--- src/pdr_pkg.sv ---
// Purpose: shared constants and types for the proximity detect and recalibration block
// Assumes: 16-bit converter codes, eight conversion stages
// Notes:   register offsets are word indices; byte address is four times the index
package pdr_pkg;

  localparam int unsigned NUM_STAGES = 8;
  localparam int unsigned STAGE_W    = 3;
  localparam int unsigned CODE_W     = 16;
  localparam int unsigned REG_W      = 16;
  localparam int unsigned FAST_DEPTH = 4;
  localparam int unsigned SLOW_DEPTH = 2;

  // register word indices
  localparam logic [9:0] IDX_HOLD_SKIP = 10'h002;
  localparam logic [9:0] IDX_LEVELS    = 10'h003;
  localparam logic [9:0] IDX_TIMEOUTS  = 10'h004;
  localparam logic [9:0] IDX_CONTROL   = 10'h008;
  localparam logic [9:0] IDX_STATUS    = 10'h009;
  localparam logic [9:0] IDX_IRQ_STAT  = 10'h00a;
  localparam logic [9:0] IDX_IRQ_MASK  = 10'h00b;

  // field positions
  localparam int unsigned SKIP_LSB   = 0;
  localparam int unsigned FPHOLD_LSB = 4;
  localparam int unsigned LPHOLD_LSB = 8;
  localparam int unsigned HOVER_LSB  = 0;
  localparam int unsigned APPR_LSB   = 8;
  localparam int unsigned FPTMO_LSB  = 0;
  localparam int unsigned LPTMO_LSB  = 10;
  localparam int unsigned LOWPWR_BIT = 0;
  localparam int unsigned AMBLVL_LSB = 8;

  // reset values
  localparam logic [15:0] RST_HOLD_SKIP = 16'h0000;
  localparam logic [15:0] RST_LEVELS    = 16'h0000;
  localparam logic [15:0] RST_TIMEOUTS  = 16'h0000;
  localparam logic [15:0] RST_CONTROL   = 16'h0000;
  localparam logic [2:0]  RST_IRQ       = 3'h0;

  // interrupt bit positions
  localparam int unsigned IRQ_PROX   = 0;
  localparam int unsigned IRQ_RECAL  = 1;
  localparam int unsigned IRQ_EXPIRE = 2;
  localparam int unsigned IRQ_W      = 3;

  // one converter result for one stage
  typedef struct packed {
    logic               valid;
    logic [STAGE_W-1:0] stage;
    logic [CODE_W-1:0]  data;
  } pdr_result_t;

endpackage : pdr_pkg

--- src/pdr_prox_recal.sv ---
// Purpose: per-stage proximity detection, calibration hold and forced recalibration
// Assumes: one result per stage per conversion sequence, delivered on CLOCK
// Notes:   every count advances on the owning stage's results, i.e. once per sequence
//
// The APB register port is this design's own decision.
`timescale 1ns/1ps
module pdr_prox_recal (
  // clock and reset
  input  wire logic                    CLOCK,
  input  wire logic                    RST,
  // apb slave
  input  wire logic                    PSEL,
  input  wire logic                    PENABLE,
  input  wire logic                    PWRITE,
  input  wire logic [11:0]             PADDR,
  input  wire logic [31:0]             PWDATA,
  output logic      [31:0]             PRDATA,
  output logic                         PREADY,
  output logic                         PSLVERR,
  // converter results and contact state
  input  wire pdr_pkg::pdr_result_t    RESULT,
  input  wire logic [7:0]              CONTACT,
  // per-stage status and interrupt
  output logic      [7:0]              PROXIMITY,
  output logic      [7:0]              CAL_ENABLE,
  output logic                         IRQ
);

  // registers
  logic [15:0] hold_skip_r;
  logic [15:0] levels_r;
  logic [15:0] timeouts_r;
  logic [15:0] control_r;
  logic [2:0]  irq_stat_r;
  logic [2:0]  irq_mask_r;
  logic [31:0] rdata_r;

  // per-stage state
  logic [15:0] fast_mem [8][4];
  logic [15:0] slow_mem [8][2];
  logic [15:0] amb_mem  [8];
  logic [15:0] avg_mem  [8];
  logic [3:0]  skip_mem [8];
  logic [7:0]  hold_mem [8];
  logic [9:0]  rc_mem   [8];
  logic [7:0]  init_r;
  logic [7:0]  prox_r;
  logic [7:0]  cal_en_r;

  function automatic logic [15:0] absdiff(input logic [15:0] a, input logic [15:0] b);
    absdiff = (a > b) ? (a - b) : (b - a);
  endfunction : absdiff

  // apb decode
  wire        setup_ph = PSEL & ~PENABLE;
  wire        access   = PSEL & PENABLE;
  wire [9:0]  idx      = PADDR[11:2];
  wire        hit_hs   = (idx == pdr_pkg::IDX_HOLD_SKIP);
  wire        hit_lv   = (idx == pdr_pkg::IDX_LEVELS);
  wire        hit_to   = (idx == pdr_pkg::IDX_TIMEOUTS);
  wire        hit_ct   = (idx == pdr_pkg::IDX_CONTROL);
  wire        hit_st   = (idx == pdr_pkg::IDX_STATUS);
  wire        hit_is   = (idx == pdr_pkg::IDX_IRQ_STAT);
  wire        hit_im   = (idx == pdr_pkg::IDX_IRQ_MASK);
  wire        hit_any  = hit_hs | hit_lv | hit_to | hit_ct | hit_st | hit_is | hit_im;
  wire        wr_ok    = access & PWRITE & hit_any;
  wire [31:0] rd_mux   = hit_hs ? {16'h0000, hold_skip_r} :
                         hit_lv ? {16'h0000, levels_r} :
                         hit_to ? {16'h0000, timeouts_r} :
                         hit_ct ? {16'h0000, control_r} :
                         hit_st ? {16'h0000, cal_en_r, prox_r} :
                         hit_is ? {29'h0, irq_stat_r} :
                         hit_im ? {29'h0, irq_mask_r} : 32'h00000000;

  assign PREADY  = 1'b1;
  assign PSLVERR = access & ~hit_any;
  assign PRDATA  = rdata_r;

  // fields
  wire [3:0] skip_cnt   = hold_skip_r[pdr_pkg::SKIP_LSB +: 4];
  wire [3:0] fp_hold    = hold_skip_r[pdr_pkg::FPHOLD_LSB +: 4];
  wire [3:0] lp_hold    = hold_skip_r[pdr_pkg::LPHOLD_LSB +: 4];
  wire [7:0] hover_lvl  = levels_r[pdr_pkg::HOVER_LSB +: 8];
  wire [5:0] appr_lvl   = levels_r[pdr_pkg::APPR_LSB +: 6];
  wire [9:0] fp_tmo     = timeouts_r[pdr_pkg::FPTMO_LSB +: 10];
  wire [5:0] lp_tmo     = timeouts_r[pdr_pkg::LPTMO_LSB +: 6];
  wire       low_power  = control_r[pdr_pkg::LOWPWR_BIT];
  wire [7:0] amb_lvl    = control_r[pdr_pkg::AMBLVL_LSB +: 8];

  // hold length and timeout in sequences, selected by power mode
  wire [7:0] hold_load  = low_power ? {2'b00, lp_hold, 2'b00}
                                    : {fp_hold, 4'h0};
  wire [9:0] tmo_seq    = low_power ? {4'h0, lp_tmo}
                                    : fp_tmo;
  wire [11:0] hover_thr = {hover_lvl, 4'h0};
  wire [9:0]  appr_thr  = {appr_lvl, 4'h0};

  // current stage view
  wire [2:0]  s       = RESULT.stage;
  wire        rv      = RESULT.valid;
  wire [15:0] din     = RESULT.data;
  wire        first   = ~init_r[s];
  wire        push    = rv & (skip_mem[s] == skip_cnt);
  wire [3:0]  skip_nx = push ? 4'h0 : skip_mem[s] + 4'h1;

  wire [15:0] f0 = fast_mem[s][0];
  wire [15:0] f1 = fast_mem[s][1];
  wire [15:0] f2 = fast_mem[s][2];
  wire [17:0] sum4    = {2'b00, din} + {2'b00, f0} + {2'b00, f1} + {2'b00, f2};
  wire [15:0] avg_new = sum4[17:2];
  wire [15:0] avg_use = push ? avg_new : avg_mem[s];
  wire [15:0] amb     = amb_mem[s];

  // comparators work on the FIFO contents after this push
  wire appr_hit  = absdiff(din, f2) > {6'h00, appr_thr};
  wire hover_hit = absdiff(avg_new, amb) > {4'h0, hover_thr};
  wire prox_new  = first ? 1'b0 :
                   push  ? (appr_hit | hover_hit) : prox_r[s];
  wire prox_rise = rv & prox_new & ~prox_r[s];
  wire prox_fall = rv & ~prox_new & prox_r[s];

  // hold countdown; reassertion zeroes it and the fall reloads it
  wire [7:0] hold_cur = hold_mem[s];
  wire [7:0] hold_nx  = prox_new  ? 8'h00 :
                        prox_fall ? hold_load :
                        (hold_cur != 8'h00) ? hold_cur - 8'h01 : 8'h00;
  wire       expire   = rv & ~prox_new & ~prox_fall & (hold_cur == 8'h01);
  wire       cal_ok   = ~prox_new & (hold_nx == 8'h00) & ~CONTACT[s];

  // forced recalibration: positive deviation only
  wire [16:0] amb_hv   = {1'b0, amb} + {5'h00, hover_thr};
  wire        deviate  = ({1'b0, avg_use} > amb_hv);
  wire [9:0]  rc_inc   = rc_mem[s] + 10'h001;
  wire        force_rc = rv & ~first & deviate & (tmo_seq != 10'h000) &
                         (rc_inc >= tmo_seq);
  wire [9:0]  rc_nx    = (~deviate | force_rc) ? 10'h000 : rc_inc;

  // slow filter path; fed at the fast rate since slow skipping lives elsewhere
  wire [15:0] s0_new   = push ? din : slow_mem[s][0];
  wire [15:0] s1_new   = push ? slow_mem[s][0] : slow_mem[s][1];
  wire        sf_gate  = (absdiff(s0_new, s1_new) > {8'h00, amb_lvl}) & ~prox_new;
  wire        amb_upd  = rv & sf_gate & ~prox_new & cal_ok;
  wire [15:0] amb_nx   = first    ? din :
                         force_rc ? avg_use :
                         amb_upd  ? s0_new : amb;

  // interrupt events
  wire [2:0] irq_set;
  assign irq_set[pdr_pkg::IRQ_PROX]   = prox_rise;
  assign irq_set[pdr_pkg::IRQ_RECAL]  = force_rc;
  assign irq_set[pdr_pkg::IRQ_EXPIRE] = expire;
  wire [2:0] irq_clr = (wr_ok & hit_is) ? PWDATA[2:0] : 3'h0;
  wire [2:0] irq_nxt = (irq_stat_r & ~irq_clr) | irq_set;         // set beats clear

  assign PROXIMITY  = prox_r;
  assign CAL_ENABLE = cal_en_r;
  assign IRQ        = |(irq_stat_r & irq_mask_r);

  // register file
  always_ff @(posedge CLOCK or posedge RST) begin
    if (RST) begin
      hold_skip_r <= pdr_pkg::RST_HOLD_SKIP;
      levels_r    <= pdr_pkg::RST_LEVELS;
      timeouts_r  <= pdr_pkg::RST_TIMEOUTS;
      control_r   <= pdr_pkg::RST_CONTROL;
      irq_mask_r  <= pdr_pkg::RST_IRQ;
      irq_stat_r  <= pdr_pkg::RST_IRQ;
      rdata_r     <= 32'h00000000;
    end else begin
      irq_stat_r <= irq_nxt;
      if (setup_ph) begin
        rdata_r <= rd_mux;
      end
      if (wr_ok & hit_hs) begin
        hold_skip_r <= PWDATA[15:0];
      end
      if (wr_ok & hit_lv) begin
        levels_r <= PWDATA[15:0];
      end
      if (wr_ok & hit_to) begin
        timeouts_r <= PWDATA[15:0];
      end
      if (wr_ok & hit_ct) begin
        control_r <= PWDATA[15:0];
      end
      if (wr_ok & hit_im) begin
        irq_mask_r <= PWDATA[2:0];
      end
    end
  end

  // per-stage flags
  always_ff @(posedge CLOCK or posedge RST) begin
    if (RST) begin
      init_r   <= 8'h00;
      prox_r   <= 8'h00;
      cal_en_r <= 8'h00;
    end else if (rv) begin
      init_r[s]   <= 1'b1;
      prox_r[s]   <= prox_new;
      cal_en_r[s] <= cal_ok;
    end
  end

  // per-stage counters and ambient
  always_ff @(posedge CLOCK or posedge RST) begin
    if (RST) begin
      for (int i = 0; i < 8; i++) begin
        amb_mem[i]  <= 16'h0000;
        avg_mem[i]  <= 16'h0000;
        skip_mem[i] <= 4'h0;
        hold_mem[i] <= 8'h00;
        rc_mem[i]   <= 10'h000;
      end
    end else if (rv) begin
      amb_mem[s]  <= amb_nx;
      skip_mem[s] <= skip_nx;
      hold_mem[s] <= hold_nx;
      rc_mem[s]   <= rc_nx;
      if (push) begin
        avg_mem[s] <= avg_new;
      end
    end
  end

  // fast and slow FIFOs, entry 0 newest
  always_ff @(posedge CLOCK or posedge RST) begin
    if (RST) begin
      for (int i = 0; i < 8; i++) begin
        for (int j = 0; j < 4; j++) begin
          fast_mem[i][j] <= 16'h0000;
        end
        slow_mem[i][0] <= 16'h0000;
        slow_mem[i][1] <= 16'h0000;
      end
    end else if (push) begin
      fast_mem[s][0] <= din;
      fast_mem[s][1] <= f0;
      fast_mem[s][2] <= f1;
      fast_mem[s][3] <= f2;
      slow_mem[s][0] <= s0_new;
      slow_mem[s][1] <= s1_new;
    end
  end

endmodule : pdr_prox_recal

--- config.mk ---
export PLATFORM = sky130hd
export DESIGN_NAME = pdr_prox_recal
export DESIGN_NICKNAME = d
export VERILOG_FILES = /design/src/pdr_pkg.sv /design/src/pdr_prox_recal.sv
export SDC_FILE = /design/constraint.sdc
export NUM_CORES = 2
export LEC_CHECK = 0
export BUFFER_PORTS_ARGS = -buffer_cell sky130_fd_sc_hd__buf_2
export CAP_MARGIN = 20
export CORE_ASPECT_RATIO = 0.6
export CORE_MARGIN = 1
export CORE_UTILIZATION = 44
export DETAILED_ROUTE_END_ITERATION = 8
export GPL_TIMING_DRIVEN = 0
export PLACE_DENSITY = 0.64
export SYNTH_ARGS = -nofsm -noshare
export SYNTH_HDL_FRONTEND = slang
export SYNTH_SLANG_ARGS = --single-unit
--- constraint.sdc ---
create_clock -name CLOCK -period 31.7 [get_ports CLOCK]
set_input_delay 1.585 -clock CLOCK [delete_from_list [all_inputs] [get_ports CLOCK]]
set_output_delay 1.585 -clock CLOCK [all_outputs]
set_load 0.02 [all_outputs]
Word level (Yosys, flattened, before mapping)
Index checks and enable logic that the tools add are counted.
- bits of input ports: 77
- output and inout bits: 51
- ROM bits: 0
- bits in registers: 1326
- logic and storage cells: 276
- bits in writable memories: 0
- memories: 0
- bits in latches: 0
- bitwise logic cells: 49
- shifts and indexed selects: 0
- $lt $le $gt $ge: 12
- div/mod/pow operators: 0
- muxes and demuxes: 88
- equality and inequality tests: 9
- multiply operators: 0
- reduce and logical (&&, ||, !) cells: 7
- add/sub/neg operators: 13
- operators by type and width (operator ; count):
    $bwmux 512 ; 4
    $demux 64 s3 ; 4
    $bwmux 256 ; 2
    $mux 16 ; 21
    $bwmux 128 ; 2
    $bmux 64 s3 ; 1
    $demux 32 s3 ; 2
    $mux 64 ; 3
    $mux 32 ; 4
    $bmux 16 s3 ; 2
    $bmux 32 s3 ; 1
    $sub 16x16->16 ; 6
    $bwmux 80 ; 1
    $bwmux 64 ; 1
    $mux 8 ; 7
    $mux 10 ; 5
    $demux 16 s3 ; 1
    $gt 16x16->1 ; 3
    $mux 48 ; 1
    $eq 10x4->1 const B ; 4
    $bwmux 32 ; 1
    $bmux 10 s3 ; 1
    $demux 10 s3 ; 1
    $and 1x1->1 ; 28
    other kinds (43) ; 72

Depth between registers and ports, before layout
- depth in word-level cells: 26
- mapped depth: 52
- depth with buffers taken out: 41

Least setup slack after synthesis
Ideal clock, no wire load.
- path kind: input -> register
- start point: input port RESULT[18] (netlist bit)
- end point: register amb_mem[12] (netlist bit)
- library setup time: 0.141 ns
- arrival: 11.820 ns
- buffers on the path: 12
- slack: 19.738 ns
- data required time: 31.559 ns
- stages: 49
- path through: buf_4 > buf_4 > nor3b_1 > clkbuf_1 > clkbuf_1 > clkbuf_1 > buf_1 > buf_1 > clkbuf_1 > clkbuf_1 > a22oi_1 > and4_1 > inv_1 > fa_1 > and3_1 > fa_1 > a211oi_1 > o21bai_1 > (+13 left out) > clkbuf_1 > a21oi_1 > xor2_1 > ha_1 > nor2b_1 > o21ai_0 > nand2b_1 > a21oi_1 > o211a_1 > o21ai_1 > a2111oi_4 > nand4_2 > o31a_1 > buf_2 > buf_6 > o31ai_1 > a31o_2 > a31oi_1
- cells in the longest elaborated chain, start to end: 26
- elaborated cells between the ends (all ways): 87
- classes of those cells: add/sub (12); order compare (10); eq/ne (1); mux (44); bitwise (17); reduce/logical (3)
- ends and longest elaborated chain (item ; RTL line ; source):
    start, declared ; pdr_prox_recal.sv:21 ; input wire pdr_pkg::pdr_result_t RESULT,
    $not 3->4 (not written as such) * ; pdr_prox_recal.sv:106, pdr_prox_recal.sv:107, pdr_prox_recal.sv:108 ;
    $bmux 64 s3 * ; pdr_prox_recal.sv:106, pdr_prox_recal.sv:107, pdr_prox_recal.sv:108 ;
    $mux 64 (not written as such) * (2 in a row) ; pdr_prox_recal.sv:108 ; wire [15:0] f2 = fast_mem[s][2];
    $add 16x16->17 ; pdr_prox_recal.sv:109 ; wire [17:0] sum4 = {2'b00, din} + {2'b00, f0} + {2'b00, f1} + {2'b00, f2};
    $add 17x16->18 ; pdr_prox_recal.sv:109 ;
    $add 18x16->18 * ; pdr_prox_recal.sv:109 ;
    net sum4[17] ; pdr_prox_recal.sv:109 ;
    $sub 16x16->16 or $gt 16x16->1 (tied branches) ; pdr_prox_recal.sv:51 ; absdiff = (a > b) ? (a - b) : (b - a);
    (+9 left out) ; - ;
    $mux 8 ; pdr_prox_recal.sv:124 ; wire [7:0] hold_nx = prox_new ? 8'h00 :
    $logic_not 8->1 ; pdr_prox_recal.sv:128 ; wire cal_ok = ~prox_new & (hold_nx == 8'h00) & ~CONTACT[s];
    $and 1x1->1 (2 in a row) ; pdr_prox_recal.sv:128 ;
    $and 1x1->1 ; pdr_prox_recal.sv:142 ; wire amb_upd = rv & sf_gate & ~prox_new & cal_ok;
    $mux 16 ; pdr_prox_recal.sv:145 ; amb_upd ? s0_new : amb;
    $mux 16 * ; pdr_prox_recal.sv:144 ; force_rc ? avg_use :
    $mux 16 * ; pdr_prox_recal.sv:143 ; wire [15:0] amb_nx = first ? din :
    $bwmux 128 * ; pdr_prox_recal.sv:216 ; amb_mem[s] <= amb_nx;
    end signal, assigned by index ; pdr_prox_recal.sv:216 ;
    end, declared ; pdr_prox_recal.sv:41 ; logic [15:0] amb_mem [8];
Mark *: on every way through the listed nets, which the timed path passes. The rest lies on a longest branch. The select of a mux whose other input is x is not followed.
A chain may end at the register's enable or synchronous reset.

Final worst setup path
- start point: input port RESULT[18] (netlist bit)
- end point: register amb_mem[11] (netlist bit)
Same word-level chain as after synthesis.

==> reports/metrics.cfg <==
[cts]
cts_hold_buf=0
cts_sinks=1182
cts_max_level=3
clock_latency_ps=790
clk_pin_slew_ps=70
post_cts_resize_count=0
numCtsBuffers=106
cts_tree=done
cts_setup_buffers=0
clock_tree.root_cell=clkbuf_16
cts_buffer_depth=3

[sta]
tightest_slew_ps=1340
period_needed_ps=17750
finalSetupViolCount=0
tns_ps=0
clock_skew_ps=53.3
final.setup.worst_slack_ps=13950
holdWs_ps=472
max_freq_ghz=0.0563
rsz0062_at_grt=no
slew-limit-headroom_pct=10.5
slew_viol_final=0
hold_violations=0
fin_crit_sh_pct=56.0

[placed_design]
gp_congestion=0.999
placed_area_mm2=0.0627
dp.final_hpwl_um=192000
place_ws_ps=14060
io_buffers=90

[setup_path]
timing.critical_path.mode_cell=clkbuf_1
crit_slowest_cell=clkbuf_1
worstPathRequired_ps=32310
cpPeakStageDelay_ps=1000
critPathMaxFanout=10
cp-end-kind=flip-flop
startpoint_type=input port
crit_type=input port to flip-flop
crit_arrival_ps=18360
r2r_cells=40

[power_and_ir_drop]
ir_drop_v=0.0000491
p_leak_nw=30.8
power.density_mw_per_mm2=72.6

[yosys]
ys_ff_latch=1182
synth_cell_types=91
yosysWarnings=0
syn_avg_cell_area_um2=9.25
synthXorXnorAreaFrac_pct=1.01
synth_top_family_by_area=compound AO/OA/AOI/OAI gates
synth-simple-area-share_pct=15.9
synth_edf_count=0
async_flop_share_pct=100
seq_area_frac_synth_pct=50.1
synth-adder-area-share_pct=4.88
netlist_instances=6384
synth_compound_area_share_pct=19.2
syn-cell-area_mm2=0.0591
synth_mux_area_share_pct=4.03
synthFlopType=dfrtp_1

[drt]
drc=0
drtAntennaViolNets=0
wl_um=260000
wire_per_inst_um=30.4
vias=54700
vias_per_cell=6.41
drt_iter0_markers=9226
drt_pre_antenna_iters=9

[final_layout]
num-nets-final=6942
final_common_cell=nand2_1
drive_gt1_share_pct=8.71
area_growth_pct=12.5
final_cell_mix=nand2_1 (1667), dfrtp_1 (1182), o21ai_0 (797), a22oi_1 (432), clkbuf_1 (424)
fillers=12400
fin_area_mm2=0.0665

[floorplanning]
core_mm2=0.132
ios=128
fp.dieH_um=286
die_w_um=475
die-area_mm2=0.136
start_util_pct=44.6
num_rows=103

[grt]
grt_usage_pct=37.9
grt_max_degree=43
grt_pass1_wl_um=368000
grt_pass1_vias=50600
grt.overflow.total=0
grt_antenna_before_repair=15

[run_status]
outcome=completed

[min_path]
holdPathStages=1
hp-class=flip-flop to flip-flop

[flow_run]
cap_violations=0

-- stage by stage --
| stage | util (%) | instances | power [W] |
|---|---|---|---|
| 5_1_grt | 50.2 | 8529 | 0.00503 |
| 4_1_cts | 50.0 | 8513 | 0.00474 |
| 6_report | 50.2 | 8533 | 0.00483 |
| 3_5_place_dp | 47.4 | 8321 | 0.00340 |
| 2_1_floorplan | - | 6399 | 0.00288 |
| 3_3_place_gp | 46.7 | 8274 | 0.00337 |
-- synth_stat cells, types with 32 or more instances --
cell | count | area, µm²
nand2_1 | 1667 | 6260
dfrtp_1 | 1182 | 29600
o21ai_0 | 797 | 3990
a22oi_1 | 432 | 3240
clkbuf_1 | 408 | 1530
inv_1 | 196 | 736
ha_1 | 168 | 2100
a21oi_1 | 167 | 836
nor2_1 | 133 | 499
mux2_2 | 98 | 1100
and4_1 | 87 | 762
o21ai_1 | 75 | 375
a31oi_1 | 64 | 400
mux2i_1 | 63 | 631
a21o_1 | 62 | 465
nand4_1 | 50 | 313
buf_1 | 46 | 173
xnor2_1 | 45 | 394
fa_1 | 39 | 781
nand3_1 | 38 | 190
nand2b_1 | 35 | 219
buf_2 | 34 | 170
nor3_1 | 32 | 160
-- registers in the layout, indices dropped and copies added, names as in the netlist, 32 cells and up --
register  flops
avg_mem     128
skip_mem     32
fast_mem    384
amb_mem     128
hold_mem     64
slow_mem    256
rc_mem       80
-- critical path: cells and delay by family --
family,cells,cell delay [ps]
buffers and inverters,17,8380
AOI/OAI and AO/OA,17,3870
and+or+nand+nor,9,2260
adders and majority gates,4,1560
xor gates and xnor gates,2,440
muxes,1,140
-- power by group --
group / switching, W / total [W] / internal (W) / leakage (nW)
Clock: 0.000633 / 0.00136 / 0.000724 / 1.75
Combinational: 0.00106 / 0.00158 / 0.000519 / 13.2
Sequential: 0.000141 / 0.00188 / 0.00174 / 15.9
Total: 0.00184 / 0.00483 / 0.00299 / 30.8
-- layout make-up --
type                    instances  area, µm²  area share, %
inverters                     198        747           1.12
plain buffers                 525       2190           3.29
flip-flops and latches       1182      29600           44.5
repair buffers                151       1520           2.28
clock buffers                 153       3140           4.72
clock inverters                39        402          0.604
diodes                          6       15.0         0.0226
well taps                    1785       2230           3.36
multi-input cells            4494      26600           40.1
-- cells by family (layout without fill, tap and decap cells) --
| group | after synthesis | after routing |
|---|---|---|
| compound gates | 1825 | 1825 |
| xor+xnor | 68 | 68 |
| fa+ha+maj | 207 | 207 |
| buf+inv | 723 | 1066 |
| flops | 1182 | 1182 |
| mux | 191 | 191 |
| other cells | 2 | 23 |
| simple gates | 2186 | 2186 |
-- final timing paths --
path                                    start             to  slack [ps]
worst max-delay path               RESULT[18]    amb_mem[11]       13950
worst min-delay path               PRDATA[15]     PRDATA[15]         470
worst max register to register  fast_mem[112]    amb_mem[11]       20090
worst min register to register     PRDATA[15]     PRDATA[15]         470
max in group asynchronous                 RST   levels_r[12]       28080
min in group asynchronous                 RST  fast_mem[308]         950
-- routing by layer --
metal  vias up  part of all wire [%]  track usage [%]
met1     27400                    42             54.9
li1      22700                     -                -
met2      4012                    37             46.2
met4        22                   2.7             9.57
met5         -                  0.32            0.555
met3       498                    19             22.8
Note: power is estimated with default switching activity, not from simulation.
